[src/pkg/halt_pkg.sv]
// Purpose: Shared constants and carrier types for the thread halt/sleep control block.
// Assumes: Two hardware threads per core, core clock 100 MHz.
// Notes:   Instruction fields follow the format-3 layout.
`default_nettype none
package halt_pkg;
  // ==========================================================================
  // Instruction decode
  localparam logic [1:0]  OP_FMT3      = 2'h2;
  localparam logic [5:0]  OP3_IMPDEP   = 6'h36;
  localparam logic [8:0]  OPF_SUSPEND  = 9'h082;
  localparam logic [8:0]  OPF_SLEEP    = 9'h083;
  localparam int          OP_HI        = 31;
  localparam int          OP_LO        = 30;
  localparam int          OP3_HI       = 24;
  localparam int          OP3_LO       = 19;
  localparam int          OPF_HI       = 13;
  localparam int          OPF_LO       = 5;

  // ==========================================================================
  // Timing
  localparam int          CLK_MHZ       = 100;
  localparam int          SLEEP_TIMEOUT_NS = 1600;
  localparam int          SLEEP_CYCLES  = (SLEEP_TIMEOUT_NS * CLK_MHZ) / 1000;
  localparam int          TMR_W         = 12;
  localparam logic [TMR_W-1:0] TMR_RESET = 12'h000;

  // ==========================================================================
  // Threads and busy flags
  localparam int          NTHR          = 2;
  localparam int          NFLAG         = 8;

  typedef enum logic [1:0] {RUN, HALTED, ASLEEP} thr_state_e;

  typedef enum logic [2:0] {WAKE_NONE, WAKE_TIMEOUT, WAKE_FLAG, WAKE_SIBLING, WAKE_INTR} wake_cause_e;

  // Per-thread event inputs from interrupt and reset logic
  typedef struct packed {
    logic vec_intr;
    logic lvl_intr;
    logic sys_reset;
  } thr_evt_s;

  // Issue request for one thread
  typedef struct packed {
    logic        valid;
    logic [31:0] insn;
    logic        priv;
    logic        global_interrupt_enable;
  } issue_s;

  // Per-thread outcome
  typedef struct packed {
    logic        halted;
    logic        force_ie;
    logic        priv_trap;
    logic        resume;
    logic        take_trap;
    wake_cause_e cause;
  } thr_out_s;

endpackage : halt_pkg
`default_nettype wire

[src/rtl/sleep_timer.sv]
// Purpose: Per-thread sleep timeout counter.
// Assumes: Ticks on the core clock, same clock as the system tick counter.
// Notes:   Expires once after SLEEP_CYCLES cycles of run.
`default_nettype none
module sleep_timer
  import halt_pkg::*;
(
  input  wire logic sys_clk,
  input  wire logic rstn,
  input  wire logic start,
  input  wire logic run,
  output logic      expired
);
  // ==========================================================================
  // State
  typedef struct packed {
    logic [TMR_W-1:0] cnt;
    logic             exp;
  } tmr_s;

  tmr_s st_r;
  tmr_s st_nxt;

  always_comb
  begin
    st_nxt     = st_r;
    st_nxt.exp = 1'b0;
    if (start)
      st_nxt.cnt = TMR_RESET;
    else if (run)
    begin
      st_nxt.cnt = st_r.cnt + 12'h001;
      // Counted on the core clock, no separate time base [RQ7]
      if (st_r.cnt == TMR_W'(SLEEP_CYCLES - 1))
        st_nxt.exp = 1'b1; // [RQ6]
    end
  end

  always_ff @(posedge sys_clk)
  begin
    if (!rstn)
      st_r <= '0;
    else
      st_r <= st_nxt;
  end

  assign expired = st_r.exp;
endmodule : sleep_timer
`default_nettype wire

[src/rtl/busy_watch.sv]
// Purpose: Per-thread busy-flag update watcher with a pending memory.
// Assumes: One update strobe per flag per cycle, assignment mask is stable.
// Notes:   Only flags assigned to the thread's busy-flag spaces count.
`default_nettype none
module busy_watch
  import halt_pkg::*;
(
  input  wire logic             sys_clk,
  input  wire logic             rstn,
  input  wire logic [NFLAG-1:0] assigned,
  input  wire logic [NFLAG-1:0] update,
  input  wire logic             consume,
  output logic                  hit,
  output logic                  pending
);
  // ==========================================================================
  // State
  typedef struct packed {
    logic hit;
    logic pend;
  } bw_s;

  bw_s st_r;
  bw_s st_nxt;
  logic any_upd;

  always_comb
  begin
    any_upd = |(update & assigned); // [RQ8]
    st_nxt.hit = any_upd;
    // New update wins over a simultaneous consume [RQ10]
    st_nxt.pend = any_upd | (st_r.pend & ~consume);
  end

  always_ff @(posedge sys_clk)
  begin
    if (!rstn)
      st_r <= '0;
    else
      st_r <= st_nxt;
  end

  assign hit     = st_r.hit;
  assign pending = st_r.pend;
endmodule : busy_watch
`default_nettype wire

[src/rtl/thread_halt_ctrl.sv]
// Purpose: Suspend and sleep control for the two hardware threads of a core.
// Assumes: Events arrive on sys_clk from same-domain logic; one issue per thread per cycle.
// Notes:   All outputs are registered.
`default_nettype none
// ============================================================================
// Notes on behaviour
// [RQ1] Opcode space 110110 with function 0 1000 0010 is suspend; thread halts.
// [RQ2] Suspend forces the thread's global interrupt enable to one.
// [RQ3] Halted thread leaves only on reset, vectored or level interrupt trap.
// [RQ4] Function 0 1000 0011 in the same space is sleep; thread sleeps.
// [RQ5] Sleeping thread wakes on reset, vectored or level interrupt trap.
// [RQ6] Sleeping thread wakes itself about 1.6 microseconds after entry.
// [RQ7] Timeout counts on the core clock that drives the system tick counter.
// [RQ8] Update of an assigned busy flag wakes; unassigned flags do not.
// [RQ9] Sleep entered with interrupts disabled ignores vectored interrupts.
// [RQ10] Busy-flag update while awake makes the next sleep complete at once.
// [RQ11] Sleep while sibling sleeps puts this thread asleep and wakes sibling.
// [RQ12] Suspend outside privileged mode traps; sleep never raises an exception.
// [RQ13] Timeout or flag wake resumes next instruction; interrupt wake takes trap.
module thread_halt_ctrl
  import halt_pkg::*;
(
  input  wire logic                        sys_clk,
  input  wire logic                        rstn,
  input  wire issue_s   [NTHR-1:0]         issue,
  input  wire thr_evt_s [NTHR-1:0]         evt,
  input  wire logic     [NTHR-1:0][NFLAG-1:0] flag_assigned,
  input  wire logic     [NFLAG-1:0]        flag_update,
  output thr_out_s      [NTHR-1:0]         thr_out
);
  // ==========================================================================
  // Decode
  function automatic logic is_op(input logic [31:0] insn, input logic [8:0] opf);
    is_op = (insn[OP_HI:OP_LO] == OP_FMT3) && (insn[OP3_HI:OP3_LO] == OP3_IMPDEP)
            && (insn[OPF_HI:OPF_LO] == opf);
  endfunction : is_op

  // ==========================================================================
  // State
  typedef struct packed {
    thr_state_e [NTHR-1:0] st;
    logic       [NTHR-1:0] ie_at_sleep;
    thr_out_s   [NTHR-1:0] out;
  } ctl_s;

  ctl_s ctl_r;
  ctl_s ctl_nxt;

  logic [NTHR-1:0] tmr_start;
  logic [NTHR-1:0] tmr_run;
  logic [NTHR-1:0] tmr_exp;
  logic [NTHR-1:0] bw_hit;
  logic [NTHR-1:0] bw_pend;
  logic [NTHR-1:0] bw_consume;
  logic [NTHR-1:0] do_susp;
  logic [NTHR-1:0] do_sleep;

  for (genvar t = 0; t < NTHR; t++)
  begin : g_thr
    sleep_timer u_tmr (
      .sys_clk (sys_clk),
      .rstn    (rstn),
      .start   (tmr_start[t]),
      .run     (tmr_run[t]),
      .expired (tmr_exp[t])
    );
    busy_watch u_bw (
      .sys_clk  (sys_clk),
      .rstn     (rstn),
      .assigned (flag_assigned[t]),
      .update   (flag_update),
      .consume  (bw_consume[t]),
      .hit      (bw_hit[t]),
      .pending  (bw_pend[t])
    );
  end

  // ==========================================================================
  // Next-state logic
  always_comb
  begin
    ctl_nxt = ctl_r;
    for (int t = 0; t < NTHR; t++)
    begin
      ctl_nxt.out[t].force_ie  = 1'b0;
      ctl_nxt.out[t].priv_trap = 1'b0;
      ctl_nxt.out[t].resume    = 1'b0;
      ctl_nxt.out[t].take_trap = 1'b0;
      ctl_nxt.out[t].cause     = WAKE_NONE;
      tmr_start[t]  = 1'b0;
      bw_consume[t] = 1'b0;
      tmr_run[t]    = (ctl_r.st[t] == ASLEEP);
      do_susp[t]  = 1'b0;
      do_sleep[t] = 1'b0;
      if (ctl_r.st[t] == RUN && issue[t].valid)
      begin
        do_susp[t]  = is_op(issue[t].insn, OPF_SUSPEND); // [RQ1]
        do_sleep[t] = is_op(issue[t].insn, OPF_SLEEP); // [RQ4]
      end
    end

    for (int t = 0; t < NTHR; t++)
    begin
      unique case (ctl_r.st[t])
        RUN:
        begin
          if (evt[t].sys_reset)
            ctl_nxt.st[t] = RUN;
          else if (do_susp[t])
          begin
            if (!issue[t].priv)
              ctl_nxt.out[t].priv_trap = 1'b1; // [RQ12]
            else
            begin
              ctl_nxt.st[t]             = HALTED; // [RQ1]
              ctl_nxt.out[t].force_ie   = 1'b1; // [RQ2]
            end
          end
          else if (do_sleep[t])
          begin
            // Sleep raises no exception in any mode [RQ12]
            if (bw_pend[t] || bw_hit[t])
            begin
              // Remembered flag update: sleep completes without sleeping [RQ10]
              bw_consume[t]          = 1'b1;
              ctl_nxt.out[t].resume  = 1'b1;
              ctl_nxt.out[t].cause   = WAKE_FLAG;
            end
            else
            begin
              ctl_nxt.st[t]          = ASLEEP; // [RQ4]
              ctl_nxt.ie_at_sleep[t] = issue[t].global_interrupt_enable; // [RQ9]
              tmr_start[t]           = 1'b1;
              bw_consume[t]          = 1'b1;
            end
          end
        end
        HALTED:
        begin
          // Only reset or interrupt traps release a halted thread [RQ3]
          if (evt[t].sys_reset)
            ctl_nxt.st[t] = RUN;
          else if (evt[t].vec_intr || evt[t].lvl_intr)
          begin
            ctl_nxt.st[t]            = RUN; // [RQ3]
            ctl_nxt.out[t].take_trap = 1'b1;
            ctl_nxt.out[t].cause     = WAKE_INTR;
          end
        end
        ASLEEP:
        begin
          if (evt[t].sys_reset)
            ctl_nxt.st[t] = RUN; // [RQ5]
          else if ((evt[t].vec_intr && ctl_r.ie_at_sleep[t]) || evt[t].lvl_intr)
          begin
            // Vectored interrupt ignored if enable was clear at entry [RQ9]
            ctl_nxt.st[t]            = RUN; // [RQ5]
            ctl_nxt.out[t].take_trap = 1'b1; // [RQ13]
            ctl_nxt.out[t].cause     = WAKE_INTR;
          end
          else if (tmr_exp[t] || bw_hit[t])
          begin
            ctl_nxt.st[t]          = RUN;
            bw_consume[t]          = bw_hit[t];
            ctl_nxt.out[t].resume  = 1'b1; // [RQ13]
            ctl_nxt.out[t].cause   = tmr_exp[t] ? WAKE_TIMEOUT : WAKE_FLAG; // [RQ6] [RQ8]
          end
        end
        default:
          ctl_nxt.st[t] = RUN;
      endcase
    end

    // Sibling swap: the sleeper yields to the newcomer [RQ11]
    for (int t = 0; t < NTHR; t++)
    begin
      if (do_sleep[t] && ctl_nxt.st[t] == ASLEEP && ctl_r.st[1-t] == ASLEEP
          && ctl_nxt.st[1-t] == ASLEEP)
      begin
        ctl_nxt.st[1-t]         = RUN; // [RQ11]
        ctl_nxt.out[1-t].resume = 1'b1;
        ctl_nxt.out[1-t].cause  = WAKE_SIBLING;
      end
    end

    for (int t = 0; t < NTHR; t++)
      ctl_nxt.out[t].halted = (ctl_nxt.st[t] != RUN);
  end

  always_ff @(posedge sys_clk)
  begin
    if (!rstn)
    begin
      ctl_r <= '0;
    end
    else
      ctl_r <= ctl_nxt;
  end

  assign thr_out = ctl_r.out;
endmodule : thread_halt_ctrl
`default_nettype wire

[config.mk]
export PLATFORM = sky130hd
export DESIGN_NAME = thread_halt_ctrl
export DESIGN_NICKNAME = d
export VERILOG_FILES = /design/src/pkg/halt_pkg.sv /design/src/rtl/sleep_timer.sv /design/src/rtl/busy_watch.sv /design/src/rtl/thread_halt_ctrl.sv
export SDC_FILE = /design/constraint.sdc
export NUM_CORES = 1
export LEC_CHECK = 0
export BUFFER_PORTS_ARGS = -buffer_cell sky130_fd_sc_hd__buf_4
export CAP_MARGIN = 10
export CORE_MARGIN = 5
export CORE_UTILIZATION = 43
export DETAILED_ROUTE_END_ITERATION = 16
export PLACE_DENSITY = 0.73
export SLEW_MARGIN = 20
export SYNTH_ARGS = -nofsm -noshare
export SYNTH_HDL_FRONTEND = slang
export SYNTH_SLANG_ARGS = --single-unit
[constraint.sdc]
create_clock -name sys_clk -period 3.2 [get_ports sys_clk]
set_input_delay 0.16 -clock sys_clk [delete_from_list [all_inputs] [get_ports sys_clk]]
set_output_delay 0.16 -clock sys_clk [all_outputs]
set_load 0.03 [all_outputs]
==> results.json, run 1 <==
{
  "postSynthAreaPerCell_um2": 8.550,
  "antenna_found_initial": 0,
  "finalSetupTns_ns": 0,
  "worstPathCellList": "inv_1, ha_2, nand4b_1, or4_1, or4_4, and3_2, or4_4, o41ai_4",
  "timing.critical_path.slowest_cell_delay_ns": 0.56,
  "fmax_ghz": 0.3288,
  "clock_skew_ns": 0.002056,
  "postRouteAntennaNets": 0,
  "post_route_cells_drive_above_1_share": 0.2759,
  "critPathMaxFanout": 7,
  "drt-vias-per-instance": 5.350,
  "drv_cap": 0,
  "critical_path_required_ns": 3.41,
  "initialDrtViolationCount": 91,
  "setup-violations-final": 0,
  "peakVddDrop_mv": 0.2451,
  "maxSlewViolCount": 0,
  "count_of_buffers_from_port_buffering": 87,
  "synth_cells": 330,
  "global_route.overflow_total": 0,
  "floorplan.core_area_um2": 6350,
  "maxSlewHeadroom": 0.4721,
  "ys_types": 58,
  "syn_to_final_growth_pct": 26.96,
  "top_library_cells_by_usage_in_the_layout_fill_and_taps_aside": "buf_4 (91), dfxtp_1 (52), nor2_1 (50), nand2_1 (23), xor2_1 (13)",
  "status": "complete, no violations",
  "pin_count": 118,
  "drt_drc_violations_left": 0,
  "final_common_cell": "buf_4",
  "via_count": 2584,
  "first_global_vias": 2541,
  "path_common_cell": "or4_4",
  "layout_worst_path_cycle_share": 0.9503,
  "start_kind": "flip-flop",
  "power_per_cell_area_nw_per_um2": 346.5,
  "track_usage": 0.1564,
  "layout_min_cycle_time_ns": 3.041,
  "route.final.wire_length_um": 6503,
  "timing.final.hold_violations": 0,
  "seq_area_frac_synth": 0.3690,
  "cts.hold.buffers_added": 0,
  "power.leakage_nw": 1.450,
  "path_class": "flip-flop to flip-flop",
  "cell_chosen_for_the_clock_root": "clkbuf_8",
  "worst_setup_hold_path_clk_slew_ns": 0.09,
  "postSynth.topFlopCell": "dfxtp_1",
  "wl_per_cell_um": 13.46,
  "hold_path.class": "primary input to flip-flop",
  "die_area_um2": 8282,
  "detailedPlacementHpwl_um": 5231,
  "critPathSlowestCell": "or4_4",
  "worst_slew_pin_slew_ns": 0.7857,
  "finalNetCount": 517,
  "final_core_utilization": 0.5641,
  "dr.pass1.iters": 4,
  "n_antenna_cell": 0,
  "crit_arrival_ns": 3.25,
  "post_synth_instance_area_um2": 2821,
  "die_x_um": 91.01,
  "nFillCells": 599,
  "insertion_delay_ns": 0.30,
  "die_height_um": 91.01,
  "grt_max_degree": 17,
  "synth.net_count": 442,
  "ctsLongestPathBuffers": 2,
  "synth_warnings": 0,
  "synth-edff-count": 0,
  "tritoncts": "done",
  "routabilityCongestion": 0.9143,
  "worstSetupEndpointType": "flip-flop",
  "cts-buffers-inserted": 5,
  "core.rowCount": 29,
  "rsz0062_at_grt": "false",
  "initial_core_util": 0.4443,
  "ys_async_sr_fraction": 0,
  "clock_tree.htree_level_count": 2,
  "wire_length_of_the_first_global_routing_pass_um": 11050,
  "tritoncts_num_sinks": 52,
  "ys_ff_latch": 52
}
-- flip-flops by register name, summed over array words and instances, names as in the netlist --
name,count
g_thr.u_tmr.expired,2
thr_out,16
g_thr.u_bw.hit,2
ctl_r,6
g_thr.u_tmr.st_r,24
g_thr.u_bw.pending,2
-- stage by stage --
stage                     total power (W)  worst slack, ns  hold slack [ns]  area (µm²)  std cells
after floorplan                 0.0007037           0.2547           0.2356        2821        330
after global placement          0.0007840           0.2445           0.3323        3446        475
after detailed placement        0.0007872           0.1892           0.3319        3446        475
after CTS                        0.001259           0.1450         0.004620        3567        483
after global routing             0.001295          0.02112         0.005454        3582        483
final                            0.001241           0.1590         0.009648        3582        483
-- cell usage after synthesis, types with 2 or more instances --
library cell | n | share of area
a211oi_1 | 4 | 0.011
a21boi_0 | 2 | 0.0053
a21o_1 | 4 | 0.011
a22oi_1 | 8 | 0.021
a31oi_1 | 4 | 0.0089
a41oi_1 | 2 | 0.0062
and3_1 | 6 | 0.013
and4_1 | 3 | 0.0093
buf_1 | 2 | 0.0027
buf_4 | 16 | 0.043
clkbuf_1 | 3 | 0.0040
dfxtp_1 | 52 | 0.37
ha_1 | 10 | 0.044
inv_1 | 8 | 0.011
mux2i_1 | 4 | 0.014
nand2_1 | 23 | 0.031
nand2b_1 | 7 | 0.016
nand3_1 | 11 | 0.020
nand4_1 | 12 | 0.027
nand4b_1 | 3 | 0.0093
nand4bb_1 | 2 | 0.0080
nor2_1 | 50 | 0.067
nor2b_1 | 5 | 0.011
nor3_1 | 6 | 0.011
nor3b_1 | 3 | 0.0080
nor4_1 | 8 | 0.018
nor4b_1 | 4 | 0.012
o21a_1 | 2 | 0.0053
o21ai_0 | 10 | 0.018
o22ai_1 | 2 | 0.0044
or2_2 | 3 | 0.0067
or3_2 | 2 | 0.0053
or4_1 | 3 | 0.0080
or4_4 | 2 | 0.0080
xnor2_1 | 9 | 0.028
xor2_1 | 13 | 0.040
-- worst paths after layout --
check | from | to | slack (ns) | cells after the start
max | ctl_r[19]$_SDFF_PN0_ | thr_out[9]$_SDFF_PN0_ | 0.16 | 8
min | issue[36] | thr_out[13]$_SDFF_PP0_ | 0.01 | 2
max reg2reg | ctl_r[19]$_SDFF_PN0_ | thr_out[9]$_SDFF_PN0_ | 0.16 | 8
min reg2reg | g_thr[0].u_bw.pending$_SDFF_PN0_ | g_thr[0].u_bw.pending$_SDFF_PN0_ | 0.50 | 2
-- cells by family after synthesis --
logic type	count (synthesis)	synth area share
muxes	4	0.01419
AOI/OAI and AO/OA	49	0.1268
xor gates and xnor gates	22	0.06829
and+or+nand+nor	161	0.3104
buffers and inverters	32	0.06696
DFF	52	0.3690
adders and majority gates	10	0.04435
-- where the power goes --
part	leakage [nW]	internal [W]	switching, W
Combinational	0.969	0.0000715	0.0000447
Clock	0.0614	0.000256	0.000214
Sequential	0.420	0.000651	0.00000440
-- repair_timing --
item                                   4_1_cts  5_1_grt
resized for setup                            0        3
setup endpoints to repair                    0        1
buffers inserted                             0        0
endpoints found under the hold margin        0        0
-- layout make-up --
cell class	count	area (µm²)	area share
clock buffer	6	82.58	0.02305
clock inverter	2	38.79	0.01083
inverter	9	33.78	0.009431
multi-input combinational	246	1607	0.4485
sequential	52	1041	0.2906
tap	77	96.34	0.02689
timing repair buffer	91	683.2	0.1907
-- critical path, delay by kind of cell, from the launching register on --
family / cells / cell delay, ns
adder cells (fa/ha/maj): 1 / 0.21
AO/OA/AOI/OAI: 1 / 0.29
buffers and inverters: 1 / 0.10
AND/OR/NAND/NOR: 5 / 2.00
flip-flops: 1 / 0.35
-- per-layer routing --
layer | GRT usage | part of all wire | vias up
met1 | 0.1871 | 0.43 | 1182
li1 | - | - | 1322
met5 | 0 | 0 | -
met3 | 0.03554 | 0.057 | 11
met2 | 0.2752 | 0.49 | 69
met4 | 0.05257 | 0.018 | 0
(Power assumes the default switching activity.)
==> inputs of run 2 (changes only) <==
--- a/config.mk
+++ b/config.mk
@@ -8,9 +8,9 @@
 export BUFFER_PORTS_ARGS = -buffer_cell sky130_fd_sc_hd__buf_4
 export CAP_MARGIN = 10
 export CORE_MARGIN = 5
-export CORE_UTILIZATION = 43
+export CORE_UTILIZATION = 52
 export DETAILED_ROUTE_END_ITERATION = 16
-export PLACE_DENSITY = 0.73
+export PLACE_DENSITY = 0.83
 export SLEW_MARGIN = 20
 export SYNTH_ARGS = -nofsm -noshare
 export SYNTH_HDL_FRONTEND = slang
==> constraint.sdc (replaced) <==
create_clock -name sys_clk -period 3.79 [get_ports sys_clk]
set_input_delay 0.1895 -clock sys_clk [delete_from_list [all_inputs] [get_ports sys_clk]]
set_output_delay 0.1895 -clock sys_clk [all_outputs]
set_load 0.03 [all_outputs]
==> run 2 against run 1 <==
Wire length is 2.9% higher. Critical path type unchanged. Register-to-register slack better by 0.43 ns. Power is 22% lower. Sequential power is 16% lower. Core utilization is 11 points higher. Critical path depth stayed put. Global-route usage is 3.3 points higher. Flip-flop and latch count stayed put.
==> results.json, run 2 (synthesis gave the netlist of run 1 again) <==
{
  "pin_count": 118,
  "critical_path_required_ns": 3.99,
  "layout_min_cycle_time_ns": 3.199,
  "tritoncts": "done",
  "wl_met2_um": 3470,
  "maxSlewHeadroom": 0.5475,
  "layout_worst_path_cycle_share": 0.8441,
  "dr.pass1.iters": 4,
  "path_common_cell": "or4_4",
  "cp_top_family": "simple AND/OR/NAND/NOR gates",
  "hold_path.class": "primary input to flip-flop",
  "p_comb_frac": 0.101,
  "share_clk_of_total_power": 0.330,
  "drt_drc_violations_left": 0,
  "via_count": 2580,
  "power.total_w": 0.0009727,
  "grt_max_degree": 18,
  "destination_of_the_critical_timing_path": "thr_out[9]$_SDFF_PN0_",
  "final_common_cell": "buf_4",
  "drv_cap": 0,
  "power.internal_w": 0.0007455,
  "number_of_cells_on_the_worst_reg_to_reg_path": 8,
  "cts-buffers-inserted": 5,
  "reg2reg_to": "thr_out[9]$_SDFF_PN0_",
  "route.final.wire_length_um": 6690,
  "max_flop_register": "g_thr.u_tmr.st_r",
  "wl_per_cell_um": 14.17,
  "worst_setup_hold_path_clk_slew_ns": 0.10,
  "antenna_found_initial": 0,
  "peakVddDrop_mv": 0.2176,
  "critPathMaxFanout": 7,
  "routed.top_layer": "met4",
  "die_x_um": 83.66,
  "global_route.overflow_total": 0,
  "path_class": "flip-flop to flip-flop",
  "n_antenna_cell": 0,
  "power_per_cell_area_nw_per_um2": 278.1,
  "post_cts_buffers": 0,
  "finalSetupTns_ns": 0,
  "initialDrtViolationCount": 172,
  "post_route_cells_drive_above_1_share": 0.2612,
  "timing.final.hold_violations": 0,
  "maxSlewViolCount": 0,
  "tritoncts_num_sinks": 52,
  "switching_fraction_of_total_power": 0.2336,
  "number_of_resized_instances_in_the_post_cts_repair_step": 0,
  "worstPathCellList": "inv_1, ha_1, nand4b_1, or4_1, or4_4, and3_1, or4_4, o41ai_2",
  "track_usage": 0.1891,
  "count_of_buffers_from_port_buffering": 87,
  "detailedPlacementHpwl_um": 5239,
  "first_global_vias": 2671,
  "top_library_cells_by_usage_in_the_layout_fill_and_taps_aside": "buf_4 (87), dfxtp_1 (52), nor2_1 (50), nand2_1 (23), xor2_1 (13)",
  "wire_length_of_the_first_global_routing_pass_um": 11180,
  "clock_skew_ns": 0.009847,
  "insertion_delay_ns": 0.31,
  "clock_tree.htree_level_count": 2,
  "crit_arrival_ns": 3.40,
  "setup-violations-final": 0,
  "worst_slew_pin_slew_ns": 0.6736,
  "core.rowCount": 26,
  "met3_length_um": 376,
  "drt-vias-per-instance": 5.466,
  "finalNetCount": 513,
  "status": "complete, no violations",
  "cts.hold.buffers_added": 0,
  "syn_to_final_growth_pct": 23.95,
  "worst-path-buf-inv": 1,
  "timing.critical_path.from": "ctl_r[19]$_SDFF_PN0_",
  "max_ffs_per_register": 24,
  "routabilityCongestion": 0.8165,
  "worstSetupEndpointType": "flip-flop",
  "critPathSlowestCell": "or4_1",
  "power.leakage_nw": 1.415,
  "floorplan.core_area_um2": 5205,
  "worstReg2RegStart": "ctl_r[19]$_SDFF_PN0_",
  "worstSetupPathDepth": 8,
  "ff2ff_setup_slack_ns": 0.59,
  "start_kind": "flip-flop",
  "fmax_ghz": 0.3126,
  "die_area_um2": 6999,
  "share_seq_of_total_power": 0.569,
  "die_height_um": 83.66,
  "initial_core_util": 0.5421,
  "ctsLongestPathBuffers": 2,
  "cell_chosen_for_the_clock_root": "clkbuf_8",
  "timing.critical_path.slowest_cell_delay_ns": 0.62,
  "m1WireLength_um": 2729,
  "rsz0062_at_grt": "false",
  "postRouteAntennaNets": 0,
  "power_switching_w": 0.0002272
}
## run 2: changes by cell type in the layout (fill, tap and decap cells not counted), sizes merged
cell    delta
clkinv     -1
buf        -4
inv        +2
bufinv     -1
## run 2: worst register-to-register path, cell delays in order (launching register included)
cell and delay [ns]:
dfxtp_1 0.36, inv_1 0.10, ha_1 0.22, nand4b_1 0.14
or4_1 0.62, or4_4 0.59, and3_1 0.27, or4_4 0.50
o41ai_2 0.30
## run 2: worst min path at each step
stage / slack (ns) / start / to / depth (start not counted)
floorplan: 0.27 / issue[42] / thr_out[13]$_SDFF_PP0_ / 1
global placement: 0.36 / issue[36] / thr_out[13]$_SDFF_PP0_ / 2
detailed placement: 0.36 / issue[36] / thr_out[13]$_SDFF_PP0_ / 2
CTS: 0.04 / issue[1] / thr_out[5]$_SDFF_PP0_ / 2
global route: 0.03 / issue[1] / thr_out[5]$_SDFF_PP0_ / 2
finish: 0.04 / issue[1] / thr_out[5]$_SDFF_PP0_ / 2
## run 2: per-layer routing
| metal | vias to the layer above | track usage |
|---|---|---|
| li1 | 1309 | - |
| met2 | 77 | 0.3478 |
| met3 | 10 | 0.04640 |
| met1 | 1184 | 0.2068 |
| met5 | - | 0 |
| met4 | 0 | 0.07310 |
## run 2: cell type report
cell class | count | area, µm²
repair buffers | 87 | 653.1
well taps | 70 | 87.58
multi-input cells | 246 | 1592
inverters | 9 | 33.78
clock inverters | 2 | 17.52
clock buffers | 6 | 72.57
fillers | 471 | 1708
flip-flops and latches | 52 | 1041
## run 2: through the flow
stage / cell area [µm²] / hold WS [ns] / util / worst slack (ns) / instances
after floorplan: 2821 / 0.2651 / - / 0.8447 / 330
after global placement: 3407 / 0.3630 / 0.6546 / 0.7252 / 464
after detailed placement: 3407 / 0.3642 / 0.6546 / 0.6669 / 464
after CTS: 3497 / 0.04023 / 0.6719 / 0.6140 / 472
after global routing: 3497 / 0.03330 / 0.6719 / 0.4834 / 472
final: 3497 / 0.04108 / 0.6719 / 0.5907 / 472
## run 2: power by group through the flow
stage,Sequential [W],Combinational [W],Clock (W)
3_5_place_dp,0.000566,0.0000979,0
6_report,0.000553,0.0000981,0.000321
2_1_floorplan,0.000565,0.0000290,0
4_1_cts,0.000553,0.0000981,0.000324
5_1_grt,0.000554,0.000106,0.000344
3_3_place_gp,0.000566,0.0000951,0
==> inputs of run 3 (changes only) <==
--- a/config.mk
+++ b/config.mk
@@ -8,9 +8,9 @@
 export BUFFER_PORTS_ARGS = -buffer_cell sky130_fd_sc_hd__buf_4
 export CAP_MARGIN = 10
 export CORE_MARGIN = 5
-export CORE_UTILIZATION = 52
+export CORE_UTILIZATION = 48
 export DETAILED_ROUTE_END_ITERATION = 16
-export PLACE_DENSITY = 0.83
+export PLACE_DENSITY = 0.77
 export SLEW_MARGIN = 20
 export SYNTH_ARGS = -nofsm -noshare
 export SYNTH_HDL_FRONTEND = slang
==> constraint.sdc (replaced) <==
create_clock -name sys_clk -period 3.05 [get_ports sys_clk]
set_input_delay 0.1525 -clock sys_clk [delete_from_list [all_inputs] [get_ports sys_clk]]
set_output_delay 0.1525 -clock sys_clk [all_outputs]
set_load 0.03 [all_outputs]
==> run 3 against run 2 <==
Clock power rose by 26%. Via count rose by 1.6%. Clock-buffer cell count fell by 1. Sequential share of layout area fell by 0.68 points. Critical endpoint unchanged. Worst setup slack got worse by 0.49 ns. First-iteration DRC count fell by 24%. Power rose by 25%. Worst hold slack got worse by 0.0037 ns. Maximum frequency rose by 8.4%. Flip-flop and latch count did not move.
==> results.json, run 3 (synthesis gave the netlist of run 1 again) <==
{
  "layout_min_cycle_time_ns": 2.953,
  "setup-violations-final": 0,
  "worstSetupEndpointType": "flip-flop",
  "layout_worst_path_cycle_share": 0.9680,
  "die_x_um": 86.67,
  "worst_setup_hold_path_clk_slew_ns": 0.09,
  "power_switching_w": 0.0002921,
  "finalNetCount": 520,
  "fmax_ghz": 0.3387,
  "drt_drc_violations_left": 0,
  "top_library_cells_by_usage_in_the_layout_fill_and_taps_aside": "buf_4 (92), dfxtp_1 (52), nor2_1 (50), nand2_1 (23), xor2_1 (13)",
  "critical_path_required_ns": 3.27,
  "wire_length_of_the_first_global_routing_pass_um": 10690,
  "n_antenna_cell": 0,
  "maxSlewHeadroom": 0.5298,
  "tritoncts_num_sinks": 52,
  "power_per_cell_area_nw_per_um2": 339.7,
  "timing.critical_path.slowest_cell_delay_ns": 0.55,
  "antenna_found_initial": 0,
  "die_height_um": 86.67,
  "path_class": "flip-flop to flip-flop",
  "max_flop_register": "g_thr.u_tmr.st_r",
  "core.rowCount": 28,
  "clock_tree.htree_level_count": 2,
  "track_usage": 0.1724,
  "cell_chosen_for_the_clock_root": "clkbuf_8",
  "switching_fraction_of_total_power": 0.2403,
  "cts-buffers-inserted": 5,
  "path_common_cell": "or4_4",
  "hold_path.class": "primary input to flip-flop",
  "maxSlewViolCount": 0,
  "start_kind": "flip-flop",
  "initialDrtViolationCount": 131,
  "critPathMaxFanout": 7,
  "postRouteAntennaNets": 0,
  "timing.final.hold_violations": 0,
  "p_comb_frac": 0.102,
  "clock_skew_ns": 0.01091,
  "rsz0062_at_grt": "false",
  "peakVddDrop_mv": 0.1461,
  "routabilityCongestion": 0.8847,
  "detailedPlacementHpwl_um": 5106,
  "grt_max_degree": 18,
  "initial_core_util": 0.4852,
  "post_route_cells_drive_above_1_share": 0.2812,
  "share_clk_of_total_power": 0.332,
  "first_global_vias": 2531,
  "status": "complete, no violations",
  "floorplan.core_area_um2": 5816,
  "final_common_cell": "buf_4",
  "max_ffs_per_register": 24,
  "finalSetupTns_ns": 0,
  "power.total_w": 0.001216,
  "power.internal_w": 0.0009234,
  "drt-vias-per-instance": 5.417,
  "dpl_worst_slack_ns": 0.04740,
  "via_count": 2622,
  "tritoncts": "done",
  "wl_per_cell_um": 13.56,
  "drv_cap": 0,
  "worstPathCellList": "inv_1, ha_2, nand4b_1, or4_4, or4_4, and3_4, or4_4, o41ai_2",
  "nFillCells": 523,
  "critPathSlowestCell": "or4_4",
  "syn_to_final_growth_pct": 26.83,
  "dr.pass1.iters": 4,
  "postLayoutSetupSlackWorst_ns": 0.09745,
  "route.final.wire_length_um": 6562,
  "pin_count": 118,
  "power.leakage_nw": 1.452,
  "insertion_delay_ns": 0.31,
  "share_seq_of_total_power": 0.566,
  "crit_arrival_ns": 3.17,
  "count_of_buffers_from_port_buffering": 87,
  "die_area_um2": 7512,
  "global_route.overflow_total": 0,
  "worst_slew_pin_slew_ns": 0.6999,
  "ctsLongestPathBuffers": 2
}
run 3: repair_timing:
item                                    CTS  global route
hold buffers                              0             2
endpoints found under the setup margin    0             5
hold endpoints to repair                  0             2
resized for setup                         0             5
buffers inserted                          0             0
run 3: power by group through the flow:
| stage | logic (W) | clock network (W) | registers [W] |
|---|---|---|---|
| after global placement | 0.000119 | 0 | 0.000703 |
| final | 0.000124 | 0.000404 | 0.000688 |
| after global routing | 0.000135 | 0.000444 | 0.000689 |
| after floorplan | 0.0000360 | 0 | 0.000702 |
| after detailed placement | 0.000122 | 0 | 0.000703 |
| after CTS | 0.000122 | 0.000410 | 0.000688 |
run 3: worst paths after layout:
check	slack (ns)	start	endpoint	depth (start not counted)
worst max register to register	0.1	ctl_r[19]$_SDFF_PN0_	thr_out[9]$_SDFF_PN0_	8
worst max-delay path	0.1	ctl_r[19]$_SDFF_PN0_	thr_out[9]$_SDFF_PN0_	8
worst min-delay path	0.04	issue[42]	thr_out[13]$_SDFF_PP0_	2
worst min register to register	0.50	g_thr[0].u_bw.pending$_SDFF_PN0_	g_thr[0].u_bw.pending$_SDFF_PN0_	2
run 3: worst max-delay path, delay by kind of cell (launching register included):
family | cells | cell delay [ns]
buffers and inverters | 1 | 0.12
flip-flops | 1 | 0.35
AO/OA/AOI/OAI | 1 | 0.28
adder cells (fa/ha/maj) | 1 | 0.22
AND/OR/NAND/NOR | 5 | 1.89
run 3: area by class of cell:
| cell class | count | area, µm² | share of cell area |
|---|---|---|---|
| flip-flops and latches | 52 | 1041 | 0.2909 |
| inverters | 9 | 33.78 | 0.009441 |
| multi-input cells | 246 | 1609 | 0.4496 |
| repair buffers | 94 | 710.7 | 0.1986 |
| well taps | 75 | 93.84 | 0.02622 |
| clock inverters | 3 | 21.27 | 0.005944 |
| clock buffers | 5 | 68.82 | 0.01923 |
run 3: routing by layer:
| layer | track usage | part of all wire |
|---|---|---|
| met1 | 0.2136 | 0.42 |
| met2 | 0.3053 | 0.51 |
| met3 | 0.02186 | 0.061 |
| met4 | 0.06091 | 0.014 |
| met5 | 0 | 0 |
run 3: through the flow:
| step | std cells | hold WS [ns] | instance area (µm²) | utilization |
|---|---|---|---|---|
| 5_1_grt | 484 | 0.02751 | 3578 | 0.6153 |
| 4_1_cts | 482 | 0.001135 | 3541 | 0.6089 |
| 3_3_place_gp | 474 | 0.3227 | 3451 | 0.5934 |
| 3_5_place_dp | 474 | 0.3295 | 3451 | 0.5934 |
| 6_report | 484 | 0.03741 | 3578 | 0.6153 |
| 2_1_floorplan | 330 | 0.2281 | 2821 | - |
